## config.mk

```make
export PLATFORM = sky130hd
export DESIGN_NAME = timer16_device_flat
export DESIGN_NICKNAME = d
export VERILOG_FILES = /design/src/timer16_pkg.sv /design/src/timer_bus_if.sv /design/src/timer16_device.sv /design/src/flat_wrapper.sv
export SDC_FILE = /design/constraint.sdc
export NUM_CORES = 1
export LEC_CHECK = 0
export BUFFER_PORTS_ARGS = -buffer_cell sky130_fd_sc_hd__buf_2
export CAP_MARGIN = 15
export CELL_PAD_IN_SITES_DETAIL_PLACEMENT = 0
export CELL_PAD_IN_SITES_GLOBAL_PLACEMENT = 1
export CORE_MARGIN = 5
export CORE_UTILIZATION = 51
export CTS_CLUSTER_SIZE = 40
export DETAILED_ROUTE_END_ITERATION = 6
export GPL_TIMING_DRIVEN = 0
export PLACE_DENSITY = 0.84
export SLEW_MARGIN = 20
export SYNTH_ARGS = -nofsm -noshare
export SYNTH_HDL_FRONTEND = slang
export SYNTH_SLANG_ARGS = --single-unit
```

## constraint.sdc

```tcl
create_clock -name ref_clk -period 11.5 [get_ports ref_clk]
set_clock_uncertainty 0.15 [all_clocks]
set_input_delay 2.875 -clock ref_clk [delete_from_list [all_inputs] [get_ports ref_clk]]
set_output_delay 2.875 -clock ref_clk [all_outputs]
set_load 0.02 [all_outputs]
```

## src/timer16_pkg.sv

```systemverilog
// Purpose: shared constants for the 16-bit timer with capture and its CPU end
// Assumes: 8-bit CPU data bus, byte addresses on an 8-bit address bus
// Notes: each 16-bit register is a low/high byte pair, high at low + 1
package timer16_pkg;
    localparam int ADDR_W = 8;
    localparam int DATA_W = 8;
    localparam int CNT_W = 16;
    localparam int DIV_W = 10;

    // byte addresses
    localparam logic [7:0] ADDR_CTRL_A = 8'h00;
    localparam logic [7:0] ADDR_CTRL_B = 8'h01;
    localparam logic [7:0] ADDR_CNT_L = 8'h04;
    localparam logic [7:0] ADDR_CNT_H = 8'h05;
    localparam logic [7:0] ADDR_CAP_L = 8'h06;
    localparam logic [7:0] ADDR_CAP_H = 8'h07;
    localparam logic [7:0] ADDR_CMPA_L = 8'h08;
    localparam logic [7:0] ADDR_CMPA_H = 8'h09;
    localparam logic [7:0] ADDR_CMPB_L = 8'h0A;
    localparam logic [7:0] ADDR_CMPB_H = 8'h0B;
    localparam logic [7:0] ADDR_IRQ_MASK = 8'h0C;
    localparam logic [7:0] ADDR_IRQ_FLAGS = 8'h0D;

    // control_reg_a fields
    localparam int WGM_LO_POS = 0;
    // control_reg_b fields
    localparam int CS_POS = 0;
    localparam int WGM_HI_POS = 3;
    localparam int TRIG_SRC_POS = 5;
    localparam int EDGE_RISE_POS = 6;
    // mask and flag register fields
    localparam int OVF_BIT = 0;
    localparam int CAP_BIT = 5;

    // clock_source_select values
    localparam logic [2:0] CS_NONE = 3'h0;
    localparam logic [2:0] CS_SYS = 3'h1;
    localparam logic [2:0] CS_DIV8 = 3'h2;
    localparam logic [2:0] CS_DIV64 = 3'h3;
    localparam logic [2:0] CS_DIV256 = 3'h4;
    localparam logic [2:0] CS_DIV1024 = 3'h5;
    localparam logic [2:0] CS_EXT_FALL = 3'h6;
    localparam logic [2:0] CS_EXT_RISE = 3'h7;
    localparam logic [9:0] PRE_MASK_8 = 10'h007;
    localparam logic [9:0] PRE_MASK_64 = 10'h03F;
    localparam logic [9:0] PRE_MASK_256 = 10'h0FF;
    localparam logic [9:0] PRE_MASK_1024 = 10'h3FF;

    // fixed top values and extremes
    localparam logic [15:0] TOP_8BIT = 16'h00FF;
    localparam logic [15:0] TOP_9BIT = 16'h01FF;
    localparam logic [15:0] TOP_10BIT = 16'h03FF;
    localparam logic [15:0] CNT_MAX = 16'hFFFF;
    localparam logic [15:0] CNT_BOTTOM = 16'h0000;

    // values after reset
    localparam logic [7:0] RST_BYTE = 8'h00;
    localparam logic [15:0] RST_WORD = 16'h0000;

    typedef enum logic [1:0] {
        TOP_FIXED,
        TOP_CMPA,
        TOP_CAP
    } top_src_t;
endpackage : timer16_pkg

```

## src/timer_bus_if.sv

```systemverilog
// Purpose: 8-bit I/O bus between the CPU end and the timer
// Assumes: one clock shared by both ends, strobes one cycle wide
// Notes: read data answers one cycle after the read strobe
`timescale 1ns/1ps
interface timer_bus_if;
    logic [7:0] addr;
    logic [7:0] wrData;
    logic [7:0] rdData;
    logic wrStrobe;
    logic rdStrobe;
    logic capIrq;
    logic ovfIrq;
    logic capAck;
    logic ovfAck;

    modport device (
        input addr,
        input wrData,
        input wrStrobe,
        input rdStrobe,
        input capAck,
        input ovfAck,
        output rdData,
        output capIrq,
        output ovfIrq
    );

    modport cpu (
        output addr,
        output wrData,
        output wrStrobe,
        output rdStrobe,
        output capAck,
        output ovfAck,
        input rdData,
        input capIrq,
        input ovfIrq
    );
endinterface : timer_bus_if

```

## src/timer16_device.sv

```systemverilog
// Purpose: 16-bit up/down timer/counter with input capture on an 8-bit bus
// Assumes: pins come from outside the clock domain and are synchronised
// Notes: compare B is plain storage and compare A only sets top, no waveform outputs
`timescale 1ns/1ps
module timer16_device (
    input wire logic ref_clk,
    input wire logic rst_n,
    timer_bus_if.device bus,
    input wire logic capturePin,
    input wire logic comparatorOut,
    input wire logic extClockPin,
    output logic [timer16_pkg::CNT_W-1:0] countValue,
    output logic topReached,
    output logic bottomReached
);
    import timer16_pkg::*;

    logic [7:0] controlRegA, next_controlRegA;
    logic [7:0] controlRegB, next_controlRegB;
    logic [7:0] irqMask, next_irqMask;
    logic [15:0] count, next_count;
    logic [15:0] capture, next_capture;
    logic [15:0] compareA, next_compareA;
    logic [15:0] compareB, next_compareB;
    logic [7:0] temp, next_temp;
    logic [7:0] rdData, next_rdData;
    logic countUp, next_countUp;
    logic overflowFlag, next_overflowFlag;
    logic captureFlag, next_captureFlag;
    logic next_topReached, next_bottomReached;
    logic [DIV_W-1:0] divCnt, next_divCnt;
    logic [1:0] extSync, pinSync, cmpSync;
    logic extPrev, trigPrev;

    logic [3:0] waveformModeSelect;
    logic [2:0] clockSourceSelect;
    logic [15:0] top;
    top_src_t topSrc;
    logic dualSlope, ovfAtTop;
    logic timerTick, trigLevel, trigEdge, captureEvent;
    logic wrCntL, wrCapL, ovfSet;

    // the mode field is split: low two bits in A, high two in B
    assign waveformModeSelect = {controlRegB[WGM_HI_POS+1:WGM_HI_POS],
                                 controlRegA[WGM_LO_POS+1:WGM_LO_POS]};
    assign clockSourceSelect = controlRegB[CS_POS+2:CS_POS];

    always_comb begin
        topSrc = TOP_FIXED;
        top = CNT_MAX;
        dualSlope = 1'b0;
        ovfAtTop = 1'b0;
        case (waveformModeSelect)
            4'h1: begin top = TOP_8BIT; dualSlope = 1'b1; end
            4'h2: begin top = TOP_9BIT; dualSlope = 1'b1; end
            4'h3: begin top = TOP_10BIT; dualSlope = 1'b1; end
            4'h4: topSrc = TOP_CMPA;
            4'h5: begin top = TOP_8BIT; ovfAtTop = 1'b1; end
            4'h6: begin top = TOP_9BIT; ovfAtTop = 1'b1; end
            4'h7: begin top = TOP_10BIT; ovfAtTop = 1'b1; end
            4'h8, 4'hA: begin topSrc = TOP_CAP; dualSlope = 1'b1; end
            4'h9, 4'hB: begin topSrc = TOP_CMPA; dualSlope = 1'b1; end
            4'hC: topSrc = TOP_CAP;
            4'hE: begin topSrc = TOP_CAP; ovfAtTop = 1'b1; end
            4'hF: begin topSrc = TOP_CMPA; ovfAtTop = 1'b1; end
            default: topSrc = TOP_FIXED;
        endcase
        if (topSrc == TOP_CMPA) begin
            top = compareA;
        end else if (topSrc == TOP_CAP) begin
            top = capture;
        end
    end

    // timer tick: prescaler taps or synchronised external edge
    always_comb begin
        case (clockSourceSelect)
            CS_NONE: timerTick = 1'b0;
            CS_SYS: timerTick = 1'b1;
            CS_DIV8: timerTick = (divCnt & PRE_MASK_8) == PRE_MASK_8;
            CS_DIV64: timerTick = (divCnt & PRE_MASK_64) == PRE_MASK_64;
            CS_DIV256: timerTick = (divCnt & PRE_MASK_256) == PRE_MASK_256;
            CS_DIV1024: timerTick = divCnt == PRE_MASK_1024;
            CS_EXT_FALL: timerTick = extPrev & ~extSync[1];
            default: timerTick = ~extPrev & extSync[1];
        endcase
    end

    // capture input is switched off while the capture register is top
    assign trigLevel = controlRegB[TRIG_SRC_POS] ? cmpSync[1] : pinSync[1];
    assign trigEdge = controlRegB[EDGE_RISE_POS] ? (trigLevel & ~trigPrev)
                                                 : (~trigLevel & trigPrev);
    assign captureEvent = trigEdge & (topSrc != TOP_CAP);

    assign wrCntL = bus.wrStrobe && bus.addr == ADDR_CNT_L;
    assign wrCapL = bus.wrStrobe && bus.addr == ADDR_CAP_L;

    always_comb begin
        next_controlRegA = controlRegA;
        next_controlRegB = controlRegB;
        next_irqMask = irqMask;
        next_count = count;
        next_capture = capture;
        next_compareA = compareA;
        next_compareB = compareB;
        next_temp = temp;
        next_rdData = rdData;
        next_countUp = countUp;
        next_overflowFlag = overflowFlag;
        next_captureFlag = captureFlag;
        next_topReached = 1'b0;
        next_bottomReached = 1'b0;
        ovfSet = 1'b0;
        next_divCnt = (clockSourceSelect == CS_NONE) ? '0 : divCnt + 1'b1;

        // counting; a CPU write below replaces the result
        if (timerTick) begin
            next_topReached = count == top;
            next_bottomReached = count == CNT_BOTTOM;
            if (dualSlope) begin
                if (countUp && count >= top) begin
                    next_countUp = 1'b0;
                    next_count = count - 1'b1;
                end else if (!countUp && count == CNT_BOTTOM) begin
                    next_countUp = 1'b1;
                    next_count = count + 1'b1;
                    ovfSet = 1'b1;
                end else if (countUp) begin
                    next_count = count + 1'b1;
                end else begin
                    next_count = count - 1'b1;
                end
            end else begin
                next_countUp = 1'b1;
                next_count = (count == top) ? CNT_BOTTOM : count + 1'b1;
                if (ovfAtTop ? count == top : count == CNT_MAX) begin
                    ovfSet = 1'b1;
                end
            end
        end

        // a new capture simply overwrites an unread one
        if (captureEvent) begin
            next_capture = count;
        end

        // reads answer next cycle; count and capture low-byte reads latch the high byte
        if (bus.rdStrobe) begin
            if (bus.addr == ADDR_CTRL_A) begin
                next_rdData = controlRegA;
            end else if (bus.addr == ADDR_CTRL_B) begin
                next_rdData = controlRegB;
            end else if (bus.addr == ADDR_CNT_L) begin
                next_rdData = count[7:0];
                next_temp = count[15:8];
            end else if (bus.addr == ADDR_CNT_H || bus.addr == ADDR_CAP_H) begin
                next_rdData = temp;
            end else if (bus.addr == ADDR_CAP_L) begin
                next_rdData = capture[7:0];
                next_temp = capture[15:8];
            end else if (bus.addr == ADDR_CMPA_L) begin
                next_rdData = compareA[7:0];
            end else if (bus.addr == ADDR_CMPA_H) begin
                next_rdData = compareA[15:8];
            end else if (bus.addr == ADDR_CMPB_L) begin
                next_rdData = compareB[7:0];
            end else if (bus.addr == ADDR_CMPB_H) begin
                next_rdData = compareB[15:8];
            end else if (bus.addr == ADDR_IRQ_MASK) begin
                next_rdData = irqMask;
            end else if (bus.addr == ADDR_IRQ_FLAGS) begin
                next_rdData = 8'h00;
                next_rdData[OVF_BIT] = overflowFlag;
                next_rdData[CAP_BIT] = captureFlag;
            end else begin
                next_rdData = 8'h00;
            end
        end

        if (bus.wrStrobe) begin
            if (bus.addr == ADDR_CTRL_A) begin
                next_controlRegA = bus.wrData;
            end else if (bus.addr == ADDR_CTRL_B) begin
                next_controlRegB = bus.wrData;
            end else if (bus.addr == ADDR_CNT_H || bus.addr == ADDR_CAP_H ||
                         bus.addr == ADDR_CMPA_H ||
                         bus.addr == ADDR_CMPB_H) begin
                next_temp = bus.wrData;
            end else if (bus.addr == ADDR_CMPA_L) begin
                next_compareA = {temp, bus.wrData};
            end else if (bus.addr == ADDR_CMPB_L) begin
                next_compareB = {temp, bus.wrData};
            end else if (bus.addr == ADDR_IRQ_MASK) begin
                next_irqMask = bus.wrData;
            end
        end
        if (wrCntL) begin
            next_count = {temp, bus.wrData};
        end
        // ignored unless the mode takes top from the capture register
        if (wrCapL && topSrc == TOP_CAP) begin
            next_capture = {temp, bus.wrData};
        end

        // write-one or service clears; a same-cycle set still wins
        next_overflowFlag = ovfSet | (overflowFlag &
            ~((bus.wrStrobe && bus.addr == ADDR_IRQ_FLAGS &&
               bus.wrData[OVF_BIT]) || bus.ovfAck));
        next_captureFlag = captureEvent | (captureFlag &
            ~((bus.wrStrobe && bus.addr == ADDR_IRQ_FLAGS &&
               bus.wrData[CAP_BIT]) || bus.capAck));
    end

    always_ff @(posedge ref_clk or negedge rst_n) begin
        if (!rst_n) begin
            controlRegA <= RST_BYTE;
            controlRegB <= RST_BYTE;
            irqMask <= RST_BYTE;
            count <= RST_WORD;
            capture <= RST_WORD;
            compareA <= RST_WORD;
            compareB <= RST_WORD;
            temp <= RST_BYTE;
            rdData <= RST_BYTE;
            countUp <= 1'b1;
            overflowFlag <= 1'b0;
            captureFlag <= 1'b0;
            topReached <= 1'b0;
            bottomReached <= 1'b0;
            divCnt <= '0;
        end else begin
            controlRegA <= next_controlRegA;
            controlRegB <= next_controlRegB;
            irqMask <= next_irqMask;
            count <= next_count;
            capture <= next_capture;
            compareA <= next_compareA;
            compareB <= next_compareB;
            temp <= next_temp;
            rdData <= next_rdData;
            countUp <= next_countUp;
            overflowFlag <= next_overflowFlag;
            captureFlag <= next_captureFlag;
            topReached <= next_topReached;
            bottomReached <= next_bottomReached;
            divCnt <= next_divCnt;
        end
    end

    // two-stage synchronisers, then one more stage for edge detection
    always_ff @(posedge ref_clk or negedge rst_n) begin
        if (!rst_n) begin
            extSync <= 2'h0;
            pinSync <= 2'h0;
            cmpSync <= 2'h0;
            extPrev <= 1'b0;
            trigPrev <= 1'b0;
        end else begin
            extSync <= {extSync[0], extClockPin};
            pinSync <= {pinSync[0], capturePin};
            cmpSync <= {cmpSync[0], comparatorOut};
            extPrev <= extSync[1];
            trigPrev <= trigLevel;
        end
    end

    assign bus.rdData = rdData;
    assign bus.capIrq = captureFlag & irqMask[CAP_BIT];
    assign bus.ovfIrq = overflowFlag & irqMask[OVF_BIT];
    assign countValue = count;
endmodule : timer16_device

```

## src/flat_wrapper.sv

```systemverilog
// flat-port wrapper written by rule: the top's interface ports become plain ports
module timer16_device_flat import timer16_pkg::*;
  (ref_clk, rst_n, capturePin, comparatorOut, extClockPin, countValue, topReached, bottomReached, bus_addr, bus_wrData, bus_wrStrobe, bus_rdStrobe, bus_capAck, bus_ovfAck, bus_rdData, bus_capIrq, bus_ovfIrq);
  timer_bus_if bus_i ();
  input wire logic ref_clk;
  input wire logic rst_n;
  input wire logic capturePin;
  input wire logic comparatorOut;
  input wire logic extClockPin;
  output logic [timer16_pkg::CNT_W-1:0] countValue;
  output logic topReached;
  output logic bottomReached;
  input wire logic [$bits(bus_i.addr)-1:0] bus_addr;
  input wire logic [$bits(bus_i.wrData)-1:0] bus_wrData;
  input wire logic [$bits(bus_i.wrStrobe)-1:0] bus_wrStrobe;
  input wire logic [$bits(bus_i.rdStrobe)-1:0] bus_rdStrobe;
  input wire logic [$bits(bus_i.capAck)-1:0] bus_capAck;
  input wire logic [$bits(bus_i.ovfAck)-1:0] bus_ovfAck;
  output wire logic [$bits(bus_i.rdData)-1:0] bus_rdData;
  output wire logic [$bits(bus_i.capIrq)-1:0] bus_capIrq;
  output wire logic [$bits(bus_i.ovfIrq)-1:0] bus_ovfIrq;
  assign bus_i.addr = bus_addr;
  assign bus_i.wrData = bus_wrData;
  assign bus_i.wrStrobe = bus_wrStrobe;
  assign bus_i.rdStrobe = bus_rdStrobe;
  assign bus_i.capAck = bus_capAck;
  assign bus_i.ovfAck = bus_ovfAck;
  assign bus_rdData = bus_i.rdData;
  assign bus_capIrq = bus_i.capIrq;
  assign bus_ovfIrq = bus_i.ovfIrq;
  timer16_device u_core (.ref_clk(ref_clk), .rst_n(rst_n), .bus(bus_i), .capturePin(capturePin), .comparatorOut(comparatorOut), .extClockPin(extClockPin), .countValue(countValue), .topReached(topReached), .bottomReached(bottomReached));
endmodule
```

=== Yosys cells after proc, flatten, opt, wreduce, memory -nomap -nowiden ===
Index checks and enable logic that the tools add are counted.
W data, S select, Z words.

* Register bits: 127
* Bits in latches: 0
* Bits in writable memories: 0
* ROM bits: 0
* Output and inout port bits: 28
* Word-level logic and storage cells: 170
* Memories: 0

* Add/sub/neg operators: 3
* Multiply operators: 0
* Divide/modulo/power cells: 0
* Magnitude comparators: 1
* Eq/ne operators: 41
* Shifts and indexed selects: 0
* Mux-type cells: 51
* Bitwise operators: 22
* Reduce and logical (&&, ||, !) cells: 32

{| class="wikitable"
|+ Operators with widths
! kind !! count
|-
| $mux W16 || 11
|-
| $mux W8 || 20
|-
| $eq A8 B4 Y1 const B || 6
|-
| $pmux W16 S3 || 1
|-
| $eq A8 B3 Y1 const B || 4
|-
| $eq A4 B4 Y1 const B || 7
|-
| $add A16 B1 Y16 const B || 1
|-
| $eq A16 B16 Y1 || 1
|-
| $eq A16 B16 Y1 const B || 1
|-
| $eq A4 B3 Y1 const B || 4
|-
| $ge A16 B16 Y1 || 1
|-
| $logic_not A16 Y1 || 1
|-
| $sub A16 B1 Y16 const B || 1
|-
| $mux W1 || 15
|-
| $eq A3 B3 Y1 const B || 4
|-
| $not A1 Y1 || 11
|-
| $add A10 B1 Y10 const B || 1
|-
| $eq A10 B10 Y1 const B || 1
|-
| $mux W10 || 1
|-
| $and A1 B1 Y1 || 9
|-
| $eq A4 B2 Y1 const B || 2
|-
| $eq A8 B1 Y1 const B || 1
|-
| $eq A8 B8 Y1 const B || 1
|-
| $logic_and A1 B1 Y1 || 8
|-
| other kinds (26) || 37
|}

=== Logic depth before layout (Yosys ltp) ===
* Depth after elaboration: 12
* Mapped depth: 17
* Gate-level depth less buffers: 13

=== Worst setup path before layout ===
OpenSTA, ideal clock, no wires.

* Path kind: input-to-reg
* Start point: in bus_addr[5]
* End point: reg u_core.capture[10]
* Library setup time: 124 ps
* Arrival time: 4884 ps
* Path slack: 6341 ps
* Cell stages on the path: 10
* Path buffers: 3
* Cells stage by stage: or4_1 -> nor3_1 -> and2_1 -> clkbuf_1 -> and3_1 -> clkbuf_1 -> nor2_1 -> clkbuf_1 -> nand2_1 -> nand2_1

* Word-level cells in the longest chain between the ends: 4
* Elaborated cells on any way between the ends: 5

{| class="wikitable"
|+ Ends and longest elaborated chain
! item !! line !! RTL
|-
| start, declared || flat_wrapper.sv:13 || <nowiki>input wire logic [$bits(bus_i.addr)-1:0] bus_addr;</nowiki>
|-
| $eq A8 B3 Y1 (*) || timer16_device.sv:96 || <nowiki>assign wrCapL = bus.wrStrobe && bus.addr == ADDR_CAP_L;</nowiki>
|-
| $logic_and A1 B1 Y1 (*) || timer16_device.sv:96 ||
|-
| $logic_and A1 B1 Y1 (*) || timer16_device.sv:201 || <nowiki>if (wrCapL && topSrc == TOP_CAP) begin</nowiki>
|-
| $mux W16 / $reduce_bool A2 Y1 (equally long branches) || n/a ||
|-
| end signal, assigned || timer16_device.sv:236 || <nowiki>capture <= next_capture;</nowiki>
|-
| end, declared || timer16_device.sv:22 || <nowiki>logic [15:0] capture, next_capture;</nowiki>
|}

Every way passes the cells marked *; elsewhere a longest branch is shown, timed or not.
A chain may end at the register's enable or synchronous reset.

=== Worst setup path in the final report ===
* Start point: in bus_addr[5]
* End point: reg u_core.temp[5]

* Word-level cells in the longest chain between the ends: 11
* Elaborated cells on any way between the ends: 21

{| class="wikitable"
|+ Ends and longest elaborated chain
! item !! line !! RTL
|-
| $eq A8 B3 Y1 (on tied branches) || timer16_device.sv:158, timer16_device.sv:156, timer16_device.sv:185 ||
|-
| $mux W8 / $logic_or A1 B1 Y1 (equally long branches) || timer16_device.sv:158, timer16_device.sv:156, timer16_device.sv:185 ||
|-
| $mux W8 || timer16_device.sv:156 || <nowiki>end else if (bus.addr == ADDR_CNT_H || bus.addr == ADDR_CAP_H) begin</nowiki>
|-
| $mux W8 || timer16_device.sv:153 || <nowiki>end else if (bus.addr == ADDR_CNT_L) begin</nowiki>
|-
| $mux W8 || timer16_device.sv:151 || <nowiki>end else if (bus.addr == ADDR_CTRL_B) begin</nowiki>
|-
| $mux W8 || timer16_device.sv:149 || <nowiki>if (bus.addr == ADDR_CTRL_A) begin</nowiki>
|-
| $mux W8 || timer16_device.sv:148 || <nowiki>if (bus.rdStrobe) begin</nowiki>
|-
| $mux W8 || timer16_device.sv:185 || <nowiki>end else if (bus.addr == ADDR_CNT_H || bus.addr == ADDR_CAP_H ||</nowiki>
|-
| $mux W8 || timer16_device.sv:183 || <nowiki>end else if (bus.addr == ADDR_CTRL_B) begin</nowiki>
|-
| $mux W8 || timer16_device.sv:181 || <nowiki>if (bus.addr == ADDR_CTRL_A) begin</nowiki>
|-
| $mux W8 (*) || timer16_device.sv:180 || <nowiki>if (bus.wrStrobe) begin</nowiki>
|-
| via u_core.next_temp[5] || timer16_device.sv:25 || <nowiki>logic [7:0] temp, next_temp;</nowiki>
|-
| end signal, assigned || timer16_device.sv:239 || <nowiki>temp <= next_temp;</nowiki>
|-
| end, declared || timer16_device.sv:25 ||
|}

Mark *: on every way through the listed nets, which the timed path passes. The rest lies on a longest branch.

==> flow_summary.ini <==
[sta]
setup_tns_ns = 0
hold_viol_final = 0
rsz0062_at_grt = no
finalSetupViolations = 0
finalCriticalPeriod_ns = 5.773
setup_ws_ns = 5.727
tightest_slew_ns = 1.121
max_freq_ghz = 0.1732
fin_crit_sh_pct = 50.20
slew_headroom_pct = 24.69
slew_violations = 0

[detailed_routing]
dr_total_vias = 7226
dr_wl_met3_um = 2325
wl_met2_um = 11670
first_pass_iters = 5
via_per_inst = 6.599
detail_route.wl_per_cell_um = 24.14
wl_um = 26440
drt-initial-drc-count = 765
wl_met1_um = 11700
top_layer = met4
drc = 0
ant_nets = 0

[global_routing]
track_usage_pct = 30.11
grt_pass1_vias = 6886
grt_pass1_wl_um = 40720
grt_max_degree = 73
antenna_found_initial = 0
grt_overflow = 0

[final_layout]
nNetsFinal = 943
fill_cells = 1308
drive_gt1_share_pct = 17.78
syn2layout_area_growth_pct = 14.28
antenna_cells = 0
layout.cells.non_filler = 1095
final_cell_area_mm2 = 0.008653

[setup_path]
cp.required_ns = 11.69
arrival_ns = 5.96
critPathLaunch = bus_addr[5]
end_kind = flop
crit_end = u_core.temp[5]$_DFF_PN0_
crit_type = primary input to flop
r2r-start = u_core.controlRegA[1]$_DFFE_PN0P_
reg2reg_depth = 16
r2r-end = u_core.countValue[14]$_DFFE_PN0P_
cp_max_fo = 10
cp-start-kind = primary input
rrSetupSlack_ns = 6.32

[yosys]
synthFlopType = dfrtp_1
synth_area_leader_cell = dfrtp_1
synth.top_cell.area_share_pct = 41.64
synth_mux_area_share_pct = 11.40
ys_async_sr_fraction_pct = 100.0
seq_area_frac_synth_pct = 41.99
yosysWarnings = 0
synth_top_family_by_area = simple AND/OR/NAND/NOR gates
syn_area_per_cell_um2 = 9.101
synth-seq-cells = 127
synth_compound_area_share_pct = 18.36
synth_nets = 877
ys_top_cells_by_count = dfrtp_1, nand2_1, nor2_1
syn_area_mm2 = 0.007572
synthCells = 832
yosys.cell_count.top_type = dfrtp_1
netlist_top_cells_area = dfrtp_1, mux2_2, a21oi_1, nand2_1, nor2_1
synth_fa_ha_area_share_pct = 3.305
synth_xor_area_share_pct = 0.6940
synthSimpleGateAreaFrac_pct = 20.57
synth_edf_count = 0
yosysUniqueCellTypes = 72

[cts]
post_cts_resized = 0
clockRootBuffer = clkbuf_16
clock-sinks = 127
cts_inserted_buffers = 17
ctsLongestPathBuffers = 2
clk_pin_slew_worst_paths_ns = 0.06
cts_setup_buffers = 0
ctsHoldBuffers = 0
clk_latency_ns = 0.43
cts_tree = yes
h-tree-depth = 4

[die]
start_util_pct = 52.10
core_mm2 = 0.01453
ios = 53
rows = 44
die_x_um = 131.9
die_height_um = 131.9
dieArea_mm2 = 0.01738

[placement]
place_area_mm2 = 0.008077
gp_congestion = 0.9968
dp.cells = 1063
numPortBuffers = 46
place_hpwl_um = 19580
pre_cts_ws_ns = 5.472

[status]
run_status = finished, final reports clean

[power]
leakagePower_nw = 3.844
ir_drop_uv = 104.4
p_per_area_mw_per_mm2 = 158.0

[min_path]
hold_path.class = flop to flop

[flow_run]
maxCapViolations = 0
==> state kept, by name, summed over array words and instances (netlist names) <==
name                  cells
u_core.compareB          16
u_core.overflowFlag       1
u_core.capture           16
u_core.pinSync            2
u_core.bottomReached      1
u_core.extPrev            1
u_core.captureFlag        1
u_core.divCnt            10
u_core.controlRegA        8
u_core.bus.rdData         8
u_core.trigPrev           1
u_core.extSync            2
u_core.countUp            1
u_core.controlRegB        8
u_core.topReached         1
u_core.cmpSync            2
u_core.temp               8
u_core.countValue        16
u_core.compareA          16
u_core.irqMask            8
==> cells by family (layout without fill, tap and decap cells) <==
family          after synthesis  in the layout
compound gates              219            219
xor+xnor                      6              6
fa+ha+maj                    20             20
buf+inv                      67            146
flops                       127            127
mux                          79             79
simple gates                314            314
==> worst min path at each step <==
| stage | start | endpoint | slack [ns] | cells past startpoint |
|---|---|---|---|---|
| finish | u_core.extSync[0]$_DFF_PN0_ | u_core.extSync[1]$_DFF_PN0_ | 0.20 | 0 |
| floorplan | u_core.cmpSync[0]$_DFF_PN0_ | u_core.cmpSync[1]$_DFF_PN0_ | 0.18 | 0 |
| global route | u_core.pinSync[0]$_DFF_PN0_ | u_core.pinSync[1]$_DFF_PN0_ | 0.21 | 0 |
| global placement | u_core.pinSync[0]$_DFF_PN0_ | u_core.pinSync[1]$_DFF_PN0_ | 0.18 | 0 |
| detailed placement | u_core.cmpSync[0]$_DFF_PN0_ | u_core.cmpSync[1]$_DFF_PN0_ | 0.19 | 0 |
| CTS | u_core.cmpSync[0]$_DFF_PN0_ | u_core.cmpSync[1]$_DFF_PN0_ | 0.21 | 0 |
==> stage by stage <==
stage | utilization (%) | hold WS [ns] | total power [mW]
final | 59.54 | 0.2047 | 1.367
after detailed placement | 55.57 | 0.1934 | 0.8358
after global placement | 55.27 | 0.1817 | 0.8258
after floorplan | - | 0.1812 | 0.7135
after global routing | 59.54 | 0.2106 | 1.414
after CTS | 59.50 | 0.2062 | 1.361
==> power by group <==
group	internal (mW)	total, mW	switching [mW]
registers	0.489	0.553	0.0633
logic	0.0960	0.286	0.190
clock network	0.318	0.529	0.211
==> layout make-up <==
cell class / count / area, µm² / area share [%]
Buffer: 55 / 234.0 / 2.704
Clock inverter: 14 / 142.6 / 1.648
Inverter: 12 / 45.04 / 0.5205
Tap cell: 184 / 230.2 / 2.660
Clock buffer: 18 / 429.2 / 4.960
Multi-Input combinational cell: 638 / 4125 / 47.67
Sequential cell: 127 / 3179 / 36.74
Timing Repair Buffer: 47 / 267.8 / 3.094
==> worst max-delay path, stage by stage <==
cell and delay (ns):
buf_2 0.11, nor4_2 0.81, nand2b_1 0.32, nor4b_2 0.77
clkbuf_1 0.49, a22oi_1 0.19, nor2_1 0.12, a21oi_1 0.07
a21oi_1 0.18
==> layout by cell type, fill, tap and decap left out, types with 5 or more instances in the layout <==
cell / n
a22oi_1: 27
inv_1: 12
nand2_1: 91
a211oi_1: 8
a31oi_1: 10
mux2_2: 58
a21oi_1: 77
clkbuf_1: 48
mux2i_1: 21
nor2_1: 87
clkinv_2: 5
o211ai_1: 6
nor3b_1: 5
a221oi_1: 10
buf_2: 46
nand4_1: 10
o31ai_1: 5
nand2b_1: 14
and2_1: 8
nor3_1: 22
o22ai_1: 15
nor2b_1: 11
dfrtp_1: 126
ha_1: 20
nand3_1: 20
clkbuf_16: 17
and3_1: 5
o21ai_0: 31
or3_1: 6
==> routing by layer <==
metal  vias to the layer above  track usage [%]
li1                       3184                -
met1                      3600            43.41
met2                       384            44.13
met3                        58            8.206
met4                         0            9.771
met5                         -                0
Note: power is estimated with default switching activity, not from simulation.
